--- src/verilog/usg_map.svh ---
// register offsets, field positions, reset values and timing counts
`ifndef USG_MAP_SVH
`define USG_MAP_SVH
`define USG_OFF_DIV_LOW      4'h0
`define USG_OFF_DIV_HIGH     4'h1
`define USG_OFF_CTRL_A       4'h2
`define USG_OFF_CTRL_B       4'h3
`define USG_OFF_CTRL_C       4'h4
`define USG_OFF_DATA_LOW     4'h5
`define USG_OFF_DATA_HIGH    4'h6
`define USG_OFF_STATUS       4'h7
`define USG_A_DOUBLE_SPEED   1
`define USG_C_SYNC_MODE      0
`define USG_C_CLK_DIR        1
`define USG_C_POLARITY       2
`define USG_C_STOP2          3
`define USG_C_PAR_LO         4
`define USG_C_CSZ_LO         6
`define USG_B_TX_EN          0
`define USG_B_RX_EN          1
`define USG_B_TX9            2
`define USG_RST_CTRL_C       8'h0_6
`define USG_CSZ_NINE         3'h7
`define USG_OVS_NORMAL       5'h1_0
`define USG_OVS_DOUBLE       5'h0_8
`define USG_OVS_SYNC         5'h0_2
`endif

--- src/verilog/usg_pkg.sv ---
// types shared by the serial transceiver files
package usg_pkg;
  typedef enum logic [2:0] {
    USG_IDLE  = 3'b000,
    USG_START = 3'b001,
    USG_DATA  = 3'b010,
    USG_PAR   = 3'b011,
    USG_STOP1 = 3'b100,
    USG_STOP2 = 3'b101
  } usg_ph_e;
  typedef logic [11:0] usg_div_t;
endpackage

--- src/verilog/usg_baud_gen.sv ---
// baud down-counter emitting one tick each time the count reaches zero
`timescale 1ns/1ps
`include "usg_map.svh"
module usg_baud_gen (
  // system
  input  wire logic              clock,
  input  wire logic              resetn,
  // control
  input  wire usg_pkg::usg_div_t divisor,
  input  wire logic              reload,
  // output
  output logic                   tick
);
  import usg_pkg::*;
  typedef struct packed {
    usg_div_t cnt;
    logic     tick;
  } usg_bg_s;
  usg_bg_s st_r;
  usg_bg_s st_nxt;
  always_comb begin
    st_nxt = st_r;
    st_nxt.tick = 1'b0;
    if (reload) begin
      st_nxt.cnt = divisor;
    end else if (st_r.cnt == 12'h000) begin
      st_nxt.cnt = divisor;
      st_nxt.tick = 1'b1;
    end else begin
      st_nxt.cnt = st_r.cnt - 12'h001;
    end
  end
  always_ff @(posedge clock or negedge resetn) begin
    if (!resetn) begin
      st_r <= '0;
    end else begin
      st_r <= st_nxt;
    end
  end
  assign tick = st_r.tick;
endmodule // usg_baud_gen

--- src/verilog/usg_core.sv ---
// serial transceiver: clocking, framing, transmit and receive paths
//
// Contract
// divisor down-counter reloads at zero or low write
// one tick per zero, rate clk/(div+1)
// twelve-bit divisor in high and low registers
// transmit divides ticks by 16, 8 or 2
// receiver recovery uses 16, 8 or 2 states; code recovers with 16 or 8, sync mode samples on edges
// sync select and pin direction pick mode
// double speed only matters when asynchronous
// double speed: divide by 8, 8 samples
// clock pin used only in sync mode
// slave clock synchronised then edge detected
// peer keeps slave clock below clk/4
// sample edge opposite to change edge
// polarity picks change and sample edges
// start, 5-9 data, parity, 1-2 stops
// start, data lsb first, parity, stops
// next frame back to back or idle high
// one shared frame format for both directions
// receiver checks first stop bit only
// parity is xor of data, odd inverts
// two-level receive buffer, frame/overrun/parity errors
// single transmit buffer ahead of shifter
// software clears power cut bit first
// nine bits: size 7, ninth bit first
// async start edge, centre sampling
`timescale 1ns/1ps
`include "usg_map.svh"
module usg_core (
  // system
  input  wire logic       clock,
  input  wire logic       resetn,
  // register port
  input  wire logic [3:0] reg_addr,
  input  wire logic [7:0] reg_wdata,
  input  wire logic       reg_wr,
  input  wire logic       reg_rd,
  output logic      [7:0] reg_rdata,
  // serial pins
  input  wire logic       serial_rx_pin,
  output logic            serial_tx_pin,
  // transfer clock pin
  input  wire logic       transfer_clock_pin_in,
  output logic            transfer_clock_pin_out,
  output logic            transfer_clock_pin_oe_n
);
  import usg_pkg::*;

  typedef struct packed {
    logic [7:0] div_low;
    logic [3:0] div_high;
    logic       double_speed;
    logic [7:0] ctrl_b;
    logic [7:0] ctrl_c;
    logic [7:0] rdata;
    logic [2:0] rxs;
    logic [2:0] cks;
    logic       xck_o;
    logic       tx_pin;
    logic       txb_full;
    logic [8:0] txb;
    usg_ph_e    tph;
    logic [3:0] tcnt;
    logic [3:0] tbit;
    logic [8:0] tsh;
    logic       tpar;
    usg_ph_e    rph;
    logic [3:0] rcnt;
    logic [3:0] rbit;
    logic [8:0] rsh;
    logic       rpar;
    logic       rx_prev;
    logic [1:0] rq_cnt;
    logic [11:0] rq0;
    logic [11:0] rq1;
    logic       overrun;
    logic       oe_n;
  } usg_st_s;
  usg_st_s st_r;
  usg_st_s st_nxt;

  logic     baud_tick;
  logic     div_reload;
  usg_div_t div_live;

  function automatic logic [3:0] data_bits(input logic [2:0] csz);
    data_bits = (csz == `USG_CSZ_NINE) ? 4'h9 : {2'b00, csz[1:0]} + 4'h5;
  endfunction

  function automatic logic parity_of(input logic [8:0] d, input logic [3:0] n,
                                     input logic odd);
    logic p;
    p = odd;
    for (int i = 0; i < 9; i++) begin
      if (i < int'(n)) begin
        p = p ^ d[i];
      end
    end
    parity_of = p;
  endfunction

  assign div_reload = reg_wr && (reg_addr == `USG_OFF_DIV_LOW);
  // a low-byte write reloads with the byte being written, not the stale one
  assign div_live = {st_r.div_high, div_reload ? reg_wdata : st_r.div_low};

  usg_baud_gen u_baud (
    .clock   (clock),
    .resetn  (resetn),
    .divisor (div_live),
    .reload  (div_reload),
    .tick    (baud_tick)
  );

  always_comb begin
    logic       sync_m;
    logic       master;
    logic       pol;
    logic [2:0] csz;
    logic [3:0] nbits;
    logic [1:0] pm;
    logic [4:0] ovs;
    logic       xs_rise;
    logic       xs_fall;
    logic       chg_ev;
    logic       smp_ev;
    logic       t_step;
    logic       rxd;
    logic       r_smp;
    logic       pop;
    logic [11:0] word;
    logic       ovr_set;
    st_nxt = st_r;
    sync_m = st_r.ctrl_c[`USG_C_SYNC_MODE];
    master = st_r.ctrl_c[`USG_C_CLK_DIR];
    pol    = st_r.ctrl_c[`USG_C_POLARITY];
    csz    = {st_r.ctrl_b[`USG_B_TX9 + 1], st_r.ctrl_c[`USG_C_CSZ_LO +: 2]};
    nbits  = data_bits(csz);
    pm     = st_r.ctrl_c[`USG_C_PAR_LO +: 2];
    // double speed ignored in sync mode
    ovs    = sync_m ? `USG_OVS_SYNC
           : (st_r.double_speed ? `USG_OVS_DOUBLE : `USG_OVS_NORMAL);
    xs_rise = 1'b0;
    xs_fall = 1'b0;
    pop     = 1'b0;
    word    = 12'h000;
    ovr_set = 1'b0;

    // slave clock: three flops, edge when second and third differ
    st_nxt.cks = {st_r.cks[1:0], transfer_clock_pin_in};
    if (st_r.cks[2] != st_r.cks[1]) begin
      xs_rise = st_r.cks[1];
      xs_fall = !st_r.cks[1];
    end
    // master clock toggles every tick unless idle at its polarity level, giving divide by 2
    if (sync_m && master && baud_tick && (st_r.tph != USG_IDLE || st_r.xck_o != pol)) begin
      st_nxt.xck_o = !st_r.xck_o;
      xs_rise = !st_r.xck_o;
      xs_fall = st_r.xck_o;
    end else if (sync_m && master) begin
      xs_rise = 1'b0;
      xs_fall = 1'b0;
    end
    chg_ev = pol ? xs_fall : xs_rise;
    smp_ev = pol ? xs_rise : xs_fall;
    if (!sync_m) begin
      chg_ev = 1'b0;
      smp_ev = 1'b0;
      st_nxt.xck_o = 1'b0;
    end

    // transmitter
    t_step = 1'b0;
    if (sync_m) begin
      t_step = chg_ev;
    end else if (baud_tick) begin
      if (st_r.tcnt == 4'(ovs - 5'd1)) begin
        st_nxt.tcnt = 4'h0;
        t_step = 1'b1;
      end else begin
        st_nxt.tcnt = st_r.tcnt + 4'h1;
      end
    end
    // async frames start on the bit grid so the start bit is never short
    if (t_step || (sync_m && st_r.tph == USG_IDLE)) begin
      unique case (st_r.tph)
        USG_IDLE, USG_STOP1, USG_STOP2: begin
          if (st_r.tph == USG_STOP1 && st_r.ctrl_c[`USG_C_STOP2]) begin
            st_nxt.tph = USG_STOP2;
          end else if (st_r.txb_full && st_r.ctrl_b[`USG_B_TX_EN]) begin
            st_nxt.tph = USG_START;
            st_nxt.tsh = st_r.txb;
            st_nxt.tpar = parity_of(st_r.txb, nbits, pm[0]);
            st_nxt.txb_full = 1'b0;
            st_nxt.tx_pin = 1'b0;
            st_nxt.tcnt = 4'h0;
          end else begin
            st_nxt.tph = USG_IDLE;
            st_nxt.tx_pin = 1'b1;
          end
        end
        USG_START: begin
          st_nxt.tph = USG_DATA;
          st_nxt.tbit = 4'h1;
          st_nxt.tx_pin = st_r.tsh[0];
          st_nxt.tsh = {1'b0, st_r.tsh[8:1]};
        end
        USG_DATA: begin
          if (st_r.tbit == nbits) begin
            st_nxt.tph = pm[1] ? USG_PAR : USG_STOP1;
            st_nxt.tx_pin = pm[1] ? st_r.tpar : 1'b1;
          end else begin
            st_nxt.tbit = st_r.tbit + 4'h1;
            st_nxt.tx_pin = st_r.tsh[0];
            st_nxt.tsh = {1'b0, st_r.tsh[8:1]};
          end
        end
        USG_PAR: begin
          st_nxt.tph = USG_STOP1;
          st_nxt.tx_pin = 1'b1;
        end
      endcase
    end

    // receiver input: three flops, act when second and third agree
    st_nxt.rxs = {st_r.rxs[1:0], serial_rx_pin};
    rxd = (st_r.rxs[2] == st_r.rxs[1]) ? st_r.rxs[1] : st_r.rx_prev;
    st_nxt.rx_prev = rxd;
    r_smp = 1'b0;
    if (sync_m) begin
      r_smp = smp_ev && (st_r.rph != USG_IDLE || !rxd);
      if (st_r.rph == USG_IDLE && r_smp) begin
        st_nxt.rph = USG_DATA;
        st_nxt.rbit = 4'h0;
        r_smp = 1'b0;
      end
    end else if (st_r.rph == USG_IDLE) begin
      if (st_r.rx_prev && !rxd && st_r.ctrl_b[`USG_B_RX_EN]) begin
        st_nxt.rph = USG_START;
        st_nxt.rcnt = 4'h0;
      end
    end else if (baud_tick) begin
      // recovery states: sample mid-bit
      if (st_r.rcnt == 4'(ovs - 5'd1)) begin
        st_nxt.rcnt = 4'h0;
      end else begin
        st_nxt.rcnt = st_r.rcnt + 4'h1;
      end
      r_smp = (st_r.rcnt == 4'(ovs[4:1] - 5'd1));
    end
    if (r_smp) begin
      unique case (st_r.rph)
        USG_START: begin
          // false start: line went back high at mid-bit
          st_nxt.rph = rxd ? USG_IDLE : USG_DATA;
          st_nxt.rbit = 4'h0;
        end
        USG_DATA: begin
          st_nxt.rsh = {rxd, st_r.rsh[8:1]};
          st_nxt.rbit = st_r.rbit + 4'h1;
          if (st_r.rbit + 4'h1 == nbits) begin
            st_nxt.rph = pm[1] ? USG_PAR : USG_STOP1;
          end
        end
        USG_PAR: begin
          st_nxt.rpar = rxd;
          st_nxt.rph = USG_STOP1;
        end
        default: begin
          // second stop bit is never looked at
          st_nxt.rph = USG_IDLE;
          word[8:0] = {st_r.rsh} >> (4'h9 - nbits);
          word[9] = !rxd;
          word[10] = pm[1] && (parity_of(word[8:0], nbits, pm[0]) != st_r.rpar);
          if (st_r.rq_cnt == 2'd2) begin
            st_nxt.overrun = 1'b1;
            ovr_set = 1'b1;
          end else begin
            if (st_r.rq_cnt == 2'd0) begin
              st_nxt.rq0 = word;
            end else begin
              st_nxt.rq1 = word;
            end
            st_nxt.rq_cnt = st_r.rq_cnt + 2'd1;
          end
        end
      endcase
    end

    // register port
    if (reg_wr) begin
      unique case (reg_addr)
        `USG_OFF_DIV_LOW:  st_nxt.div_low = reg_wdata;
        `USG_OFF_DIV_HIGH: st_nxt.div_high = reg_wdata[3:0];
        `USG_OFF_CTRL_A:   st_nxt.double_speed = reg_wdata[`USG_A_DOUBLE_SPEED];
        `USG_OFF_CTRL_B:   st_nxt.ctrl_b = reg_wdata;
        `USG_OFF_CTRL_C:   st_nxt.ctrl_c = reg_wdata;
        `USG_OFF_DATA_LOW: begin
          if (!st_r.txb_full) begin
            st_nxt.txb = {st_r.ctrl_b[`USG_B_TX9], reg_wdata};
            st_nxt.txb_full = 1'b1;
          end
        end
        default: ;
      endcase
    end
    if (reg_rd && reg_addr == `USG_OFF_DATA_LOW && st_r.rq_cnt != 2'd0) begin
      pop = 1'b1;
    end
    unique case (reg_addr)
      `USG_OFF_DIV_LOW:   st_nxt.rdata = st_r.div_low;
      `USG_OFF_DIV_HIGH:  st_nxt.rdata = {4'h0, st_r.div_high};
      `USG_OFF_CTRL_A:    st_nxt.rdata = {6'h00, st_r.double_speed, 1'b0};
      `USG_OFF_CTRL_B:    st_nxt.rdata = st_r.ctrl_b;
      `USG_OFF_CTRL_C:    st_nxt.rdata = st_r.ctrl_c;
      `USG_OFF_DATA_LOW:  st_nxt.rdata = st_r.rq0[7:0];
      `USG_OFF_DATA_HIGH: st_nxt.rdata = {7'h00, st_r.rq0[8]};
      `USG_OFF_STATUS:    st_nxt.rdata = {st_r.rq_cnt != 2'd0, !st_r.txb_full,
                                          st_r.tph == USG_IDLE, st_r.rq0[9],
                                          st_r.overrun, st_r.rq0[10], 2'b00};
      default:            st_nxt.rdata = 8'h00;
    endcase
    if (!reg_rd) begin
      st_nxt.rdata = 8'h00;
    end
    if (pop) begin
      st_nxt.rq0 = st_r.rq1;
      st_nxt.rq_cnt = st_nxt.rq_cnt - 2'd1;
      // a fresh overrun outranks the clear by the read
      st_nxt.overrun = ovr_set;
      if (st_r.rq_cnt == 2'd1 && st_nxt.rq_cnt == 2'd1) begin
        st_nxt.rq0 = st_nxt.rq1;
      end
    end
    st_nxt.oe_n = !(st_nxt.ctrl_c[`USG_C_SYNC_MODE] && st_nxt.ctrl_c[`USG_C_CLK_DIR]);
  end

  always_ff @(posedge clock or negedge resetn) begin
    if (!resetn) begin
      st_r        <= '0;
      st_r.ctrl_c <= `USG_RST_CTRL_C;
      st_r.tx_pin <= 1'b1;
      st_r.rx_prev <= 1'b1;
      st_r.rxs    <= 3'b111;
      st_r.tph    <= USG_IDLE;
      st_r.rph    <= USG_IDLE;
      st_r.oe_n   <= 1'b1;
    end else begin
      st_r <= st_nxt;
    end
  end

  assign reg_rdata               = st_r.rdata;
  assign serial_tx_pin           = st_r.tx_pin;
  assign transfer_clock_pin_out  = st_r.xck_o;
  // driven only as sync master
  assign transfer_clock_pin_oe_n = st_r.oe_n;
endmodule // usg_core

--- config.mk ---
export PLATFORM = sky130hd
export DESIGN_NAME = usg_core
export DESIGN_NICKNAME = d
export VERILOG_FILES = /design/src/verilog/usg_pkg.sv /design/src/verilog/usg_baud_gen.sv /design/src/verilog/usg_core.sv
export VERILOG_INCLUDE_DIRS = /design/src /design/src/verilog
export SDC_FILE = /design/constraint.sdc
export NUM_CORES = 1
export LEC_CHECK = 0
export BUFFER_PORTS_ARGS = -buffer_cell sky130_fd_sc_hd__buf_2
export CAP_MARGIN = 20
export CORE_UTILIZATION = 51
export CTS_BUF_LIST = sky130_fd_sc_hd__clkbuf_4 sky130_fd_sc_hd__clkbuf_8 sky130_fd_sc_hd__clkbuf_16
export CTS_CLUSTER_SIZE = 12
export DETAILED_ROUTE_END_ITERATION = 7
export PLACE_DENSITY = 0.73
export SKIP_LAST_GASP = 1
export SLEW_MARGIN = 20
export SYNTH_ARGS = -nofsm -noshare
export SYNTH_HDL_FRONTEND = slang
export SYNTH_SLANG_ARGS = --single-unit
--- constraint.sdc ---
create_clock -name clock -period 3.1 [get_ports clock]
set_input_delay 0.62 -clock clock [delete_from_list [all_inputs] [get_ports clock]]
set_output_delay 0.62 -clock clock [all_outputs]
set_load 0.02 [all_outputs]
# Word-level counts from Yosys, hierarchy flattened
# Cells that the tools add are included.
dict set report totals {
  elab_cells 323
  ff_bits 138
  output_inout_bits 11
}
dict set report classes {
  addsub 11
  magnitude_cmp 9
  mux 158
  reduce_logical 56
  bitwise_logic 21
  eq_ne 36
  shifts 1
}
# cell n
set ops {}
lappend ops {{1-bit 2-to-1 mux} 104}
lappend ops {{8-bit case mux with 8 select lines} 1}
lappend ops {{12-bit 2-to-1 mux} 5}
lappend ops {{27-bit 2-to-1 mux} 2}
lappend ops {{10-bit 2-to-1 mux} 5}
lappend ops {{4-bit 2-to-1 mux} 12}
lappend ops {{14-bit 2-to-1 mux} 2}
lappend ops {{9-bit case mux with 3 select lines} 1}
lappend ops {{26-bit 2-to-1 mux} 1}
lappend ops {{3-bit 2-to-1 mux} 8}
lappend ops {{4-bit == test} 5}
lappend ops {{18-bit 2-to-1 mux} 1}
lappend ops {{2-bit AND reduction} 9}
lappend ops {{1-bit bitwise XOR} 18}
lappend ops {{4-bit by 1-bit adder with 4-bit output (second input constant)} 4}
lappend ops {{4-bit by 3-bit == test with 1-bit output (second input constant)} 4}
lappend ops {{1-bit logical AND} 16}
lappend ops {{3-bit by 4-bit less-than comparator with 1-bit output (first input constant)} 4}
lappend ops {{8-bit 2-to-1 mux} 2}
lappend ops {{4-bit case mux with 2 select lines} 2}
lappend ops {{13-bit 2-to-1 mux} 1}
lappend ops {{3-bit by 2-bit == test with 1-bit output (second input constant)} 4}
lappend ops {{12-bit logical NOT} 1}
lappend ops {{3-bit case mux with 4 select lines} 1}
lappend ops {{other kinds (38)} 79}

# Longest topological paths before layout
dict set report depth {
  depth_word 57
  depth_mapped 14
}

# By module
# A second synthesis with hierarchy kept.
dict set report hier_totals {
  hier_cells 761
  area_unflattened_um2 7534.7
}
# module cells_each n_inst area_each_um2
set by_module_without_submodules {}
lappend by_module_without_submodules {usg_core 688 1 6802.8}
lappend by_module_without_submodules {usg_baud_gen 73 1 732.0}

# Least setup slack after synthesis
# Ideal clock, no wire load.
dict set report synth_timing {
  path_type {register -> register}
  startpoint {reg st_r, in the netlist transfer_clock_pin_out}
  endpoint {reg st_r[22] in the netlist's numbering}
  slack_ps 37
  required_ps 2962
  n_path_buf 2
  stages_incl_launch_ff 14
  arrival_time_ps 2924
  path_cell_list {dfrtp_1 nand2b_1 mux4_2 o22a_2 nand2b_4 buf_6 mux2i_1 ha_1 nand2_1 or3_1 buf_2 or3_1 o21ai_1 a21oi_1}
}
dict set report synth_via {
  elab_chain_cells 16
}
# item line_no
set synth_rtl {}
lappend synth_rtl {{start, declared} usg_core.sv:80} ;# usg_st_s st_r;
lappend synth_rtl {{start signal, assigned} usg_core.sv:349} ;# st_r <= st_nxt;
lappend synth_rtl {{1-bit != test} usg_core.sv:156} ;# if (sync_m && master && baud_tick && (st_r.tph != USG_IDLE || st_r.xck_o != pol)) begin
lappend synth_rtl {{1-bit logical OR} usg_core.sv:156}
lappend synth_rtl {{1-bit logical AND} usg_core.sv:156}
lappend synth_rtl {{1-bit 2-to-1 mux} usg_core.sv:156}
lappend synth_rtl {{1-bit 2-to-1 mux *} usg_core.sv:165} ;# smp_ev = pol ? xs_rise : xs_fall;
lappend synth_rtl {{1-bit 2-to-1 mux *} usg_core.sv:166} ;# if (!sync_m) begin
lappend synth_rtl {{1-bit logical AND *} usg_core.sv:231} ;# r_smp = smp_ev && (st_r.rph != USG_IDLE || !rxd);
lappend synth_rtl {{1-bit logical AND} usg_core.sv:232} ;# if (st_r.rph == USG_IDLE && r_smp) begin
lappend synth_rtl {{1-bit 2-to-1 mux *} usg_core.sv:232}
lappend synth_rtl {{1-bit 2-to-1 mux *} usg_core.sv:230} ;# if (sync_m) begin
lappend synth_rtl {{27-bit 2-to-1 mux} usg_core.sv:251} ;# if (r_smp) begin
lappend synth_rtl {{2-bit by 1-bit subtractor with 2-bit output} usg_core.sv:328} ;# st_nxt.rq_cnt = st_nxt.rq_cnt - 2'd1;
lappend synth_rtl {{2-bit by 1-bit == test with 1-bit output} usg_core.sv:331} ;# if (st_r.rq_cnt == 2'd1 && st_nxt.rq_cnt == 2'd1) begin
lappend synth_rtl {{1-bit logical AND} usg_core.sv:331}
lappend synth_rtl {{12-bit 2-to-1 mux} usg_core.sv:331}
lappend synth_rtl {{14-bit 2-to-1 mux} usg_core.sv:326} ;# if (pop) begin
# Every way passes the cells marked *; elsewhere a longest branch is shown, timed or not. The select of a mux whose other input is x is not followed.
# A chain may end at the register's enable or synchronous reset.

# Worst setup path after layout
dict set report layout_timing {
  startpoint {reg st_r, in the netlist transfer_clock_pin_out}
  endpoint {reg st_r[15] in the netlist's numbering}
}
# Same word-level chain as after synthesis.

==> qor.yml <==
status: "complete, no violations"
core_mm2: 0.0140
synth_seq_cells: 137
drive_above_1_share_pct: 18.3
worst-endpoint-arrival_ns: 3.28
max_slew_margin_pct: 36.4
pre_cts_slack_ns: 0.00704
nets: 838
initial_utilization_pct: 52.7
syn_to_final_growth_pct: 13.6
critPathCaptureType: "register"
track_usage_pct: 25.3
syn-cell-area_mm2: 0.00737
grt_pass1_wl_um: 28900
fp-row-count: 43
routabilityCongestion: 0.888
cts_root_buf: "clkbuf_16"
die_h_um: 122
ys_warn_count: 0
async_flop_share_pct: 100
setup_ws_ns: 0.115
setup_violations: 0
p_per_area_mw_per_mm2: 903
grt_max_degree: 74
finalInstanceArea_mm2: 0.00837
grt_setup_unrepaired: "yes"
clk_pin_slew_ns: 0.06
crit_type: "reg -> reg"
synthesis.nets: 808
dp_hpwl_um: 12600
placed_cells: 962
overflow: 0
cts_buffers: 17
yosysSeqAreaShare_pct: 46.6
hold_violations: 0
cts.path.max_buffers: 2
routed_wl_um: 17800
die_area_mm2: 0.0149
fin_hold_ws_ns: 0.209
drc: 0
ant_nets: 0
postCtsHoldBufs: 0
min_period_ns: 2.99
dpl_cell_area_mm2: 0.00773
maxCapViolations: 0
p_leak_nw: 3.70
fmax_ghz: 0.335
clock-sinks: 137
via_per_inst: 6.01
h-tree-depth: 4
grt_pass1_vias: 5746
final_max_slew_viol_count: 0
synthCells: 775
vias: 5999
totalPowerFinal_mw: 7.56
synth_ff_type: "dfrtp_1"
synth.distinct_cells: 66
peakVddDrop_uv: 488
cp_max_fo: 9
routedWlPerCell_um: 17.9
io_pins: 29
worst_clock_skew_ns: 0.00618
synth_edf_count: 0
fin_cells: 999
drtIter0Drc: 474
fin_crit_sh_pct: 96.3
cp-start-kind: "register"
worstPathRequired_ns: 3.39
drtPass1Iterations: 5
tightest_slew_ns: 0.947
portBuffers: 28
cts_tree: "yes"
insertion_delay_ns: 0.43
die_x_um: 122
hold_path_class: "in -> async"
antenna_found_initial: 2
avgSynthCellArea_um2: 9.52
final timing paths:
kind	from	endpoint	slack [ns]	cells after the start
worst max-delay path	transfer_clock_pin_out$_DFFE_PN0P_	st_r[15]$_DFFE_PN0P_	0.11	11
worst min-delay path	resetn	st_r[44]$_DFFE_PN0P_	0.21	1
worst max register to register	transfer_clock_pin_out$_DFFE_PN0P_	st_r[15]$_DFFE_PN0P_	0.11	11
worst min register to register	st_nxt[87]$_DFF_PN1_	st_nxt[88]$_DFF_PN1_	0.35	0
max in group asynchronous	resetn	serial_tx_pin$_DFFE_PN1P_	2.07	2
min in group clock	serial_rx_pin	st_nxt[87]$_DFF_PN1_	0.29	1
metal layers:
| layer | wire, µm | part of all wire, % | GRT usage, % |
|---|---|---|---|
| met2 | 8650 | 48 | 41.9 |
| met1 | 7730 | 43 | 32.2 |
| met5 | 13 | 0.073 | 0 |
| met3 | 1040 | 5.8 | 5.30 |
| met4 | 410 | 2.3 | 10.8 |
worst max-delay path: stages, from the launching register on:
cell	delay, ns
dfrtp_1	0.42
nand2b_1	0.19
mux4_2	0.47
o22a_2	0.23
nand2b_4	0.19
mux2_1	0.25
ha_1	0.14
nand2_1	0.08
or3_4	0.39
or3_1	0.33
o21ai_1	0.08
a21oi_1	0.08
final cells by class:
type                    count  area [µm²]
fillers                  1112        5610
multi-input cells         563        3630
flip-flops and latches    137        3440
clock buffers              19         447
repair buffers             57         377
well taps                 180         225
clock inverters            13         145
inverters                  29         109
diodes                      1        2.50
stage by stage:
step	utilization, %	setup TNS (ns)
4_1_cts	59.5	0
6_report	59.9	0
3_3_place_gp	55.3	0
5_1_grt	59.8	-0.0267
3_5_place_dp	55.3	0
2_1_floorplan	-	0
cell usage after synthesis (all sizes together) (2+ instances only):
cell type	instances	area share, %
dfrtp	129	44
nand2	115	5.9
o21ai	81	5.5
nor2	58	3.0
a21oi	41	2.8
mux2	36	5.5
clkbuf	29	1.5
inv	29	1.5
xnor2	24	2.9
buf	17	1.5
a22oi	15	1.5
ha	15	2.5
nand3	14	0.95
nor3	14	1.0
o22ai	14	1.2
xor2	12	1.4
nand2b	11	1.0
or3	10	0.85
dfstp	8	2.9
mux4	8	2.4
and2	7	0.59
and3	7	0.59
mux2i	7	0.95
nor2b	6	0.51
o31ai	6	0.61
nand4	5	0.42
nor4	4	0.34
a211oi	3	0.31
a221oi	3	0.36
a22o	3	0.36
a32oi	3	0.36
nand4b	3	0.36
o22a	3	0.37
or2	3	0.25
a311o	2	0.27
a311oi	2	0.24
a31oi	2	0.17
a41o	2	0.27
nand3b	2	0.20
o211ai	2	0.20
o31a	2	0.24
o41ai	2	0.24
or3b	2	0.24
xnor3	2	0.61
cells in the final DEF (no fill, tap or decap), types with 9 or more instances in the layout:
cell and n:
ha_1 14, nand2b_1 10, inv_1 26, a22oi_1 15, buf_4 28, nor2_1 58
o21ai_0 30, mux2_2 35, xor2_1 12, nand3_1 14, buf_2 27, nand2_1 115
o22ai_1 14, or3_1 9, a21oi_1 41, clkbuf_16 17, dfrtp_1 129, xnor2_1 24
o21ai_1 51, nor3_1 13
state kept, by name, indices dropped and copies added (netlist names):
| signal | count |
|---|---|
| transfer_clock_pin_oe_n | 1 |
| reg_rdata | 8 |
| st_nxt | 4 |
| st_r | 105 |
| serial_tx_pin | 1 |
| u_baud.st_r | 12 |
| div_live | 4 |
| transfer_clock_pin_out | 1 |
| u_baud.tick | 1 |
report_power, final:
group | leakage (nW) | switching, mW | internal [mW] | total [mW]
registers | 1.73 | 0.583 | 2.33 | 2.92
logic | 1.70 | 1.39 | 1.23 | 2.62
clock network | 0.272 | 0.805 | 1.22 | 2.02
total | 3.70 | 2.78 | 4.78 | 7.56
kinds of logic after synthesis:
group,count (synthesis),share of synthesized area (%)
AOI/OAI and AO/OA,194,16.0
xor gates and xnor gates,38,4.89
adders and majority gates,16,2.68
buffers and inverters,75,4.41
DFF,137,46.6
muxes,51,8.89
and+or+nand+nor,264,16.5
repair_timing:
action	in CTS	in global routing
endpoints found under the hold margin	0	0
buffers inserted	0	4
gates resized for setup	1	3
endpoints found under the setup margin	5	12
(Power assumes the default switching activity.)
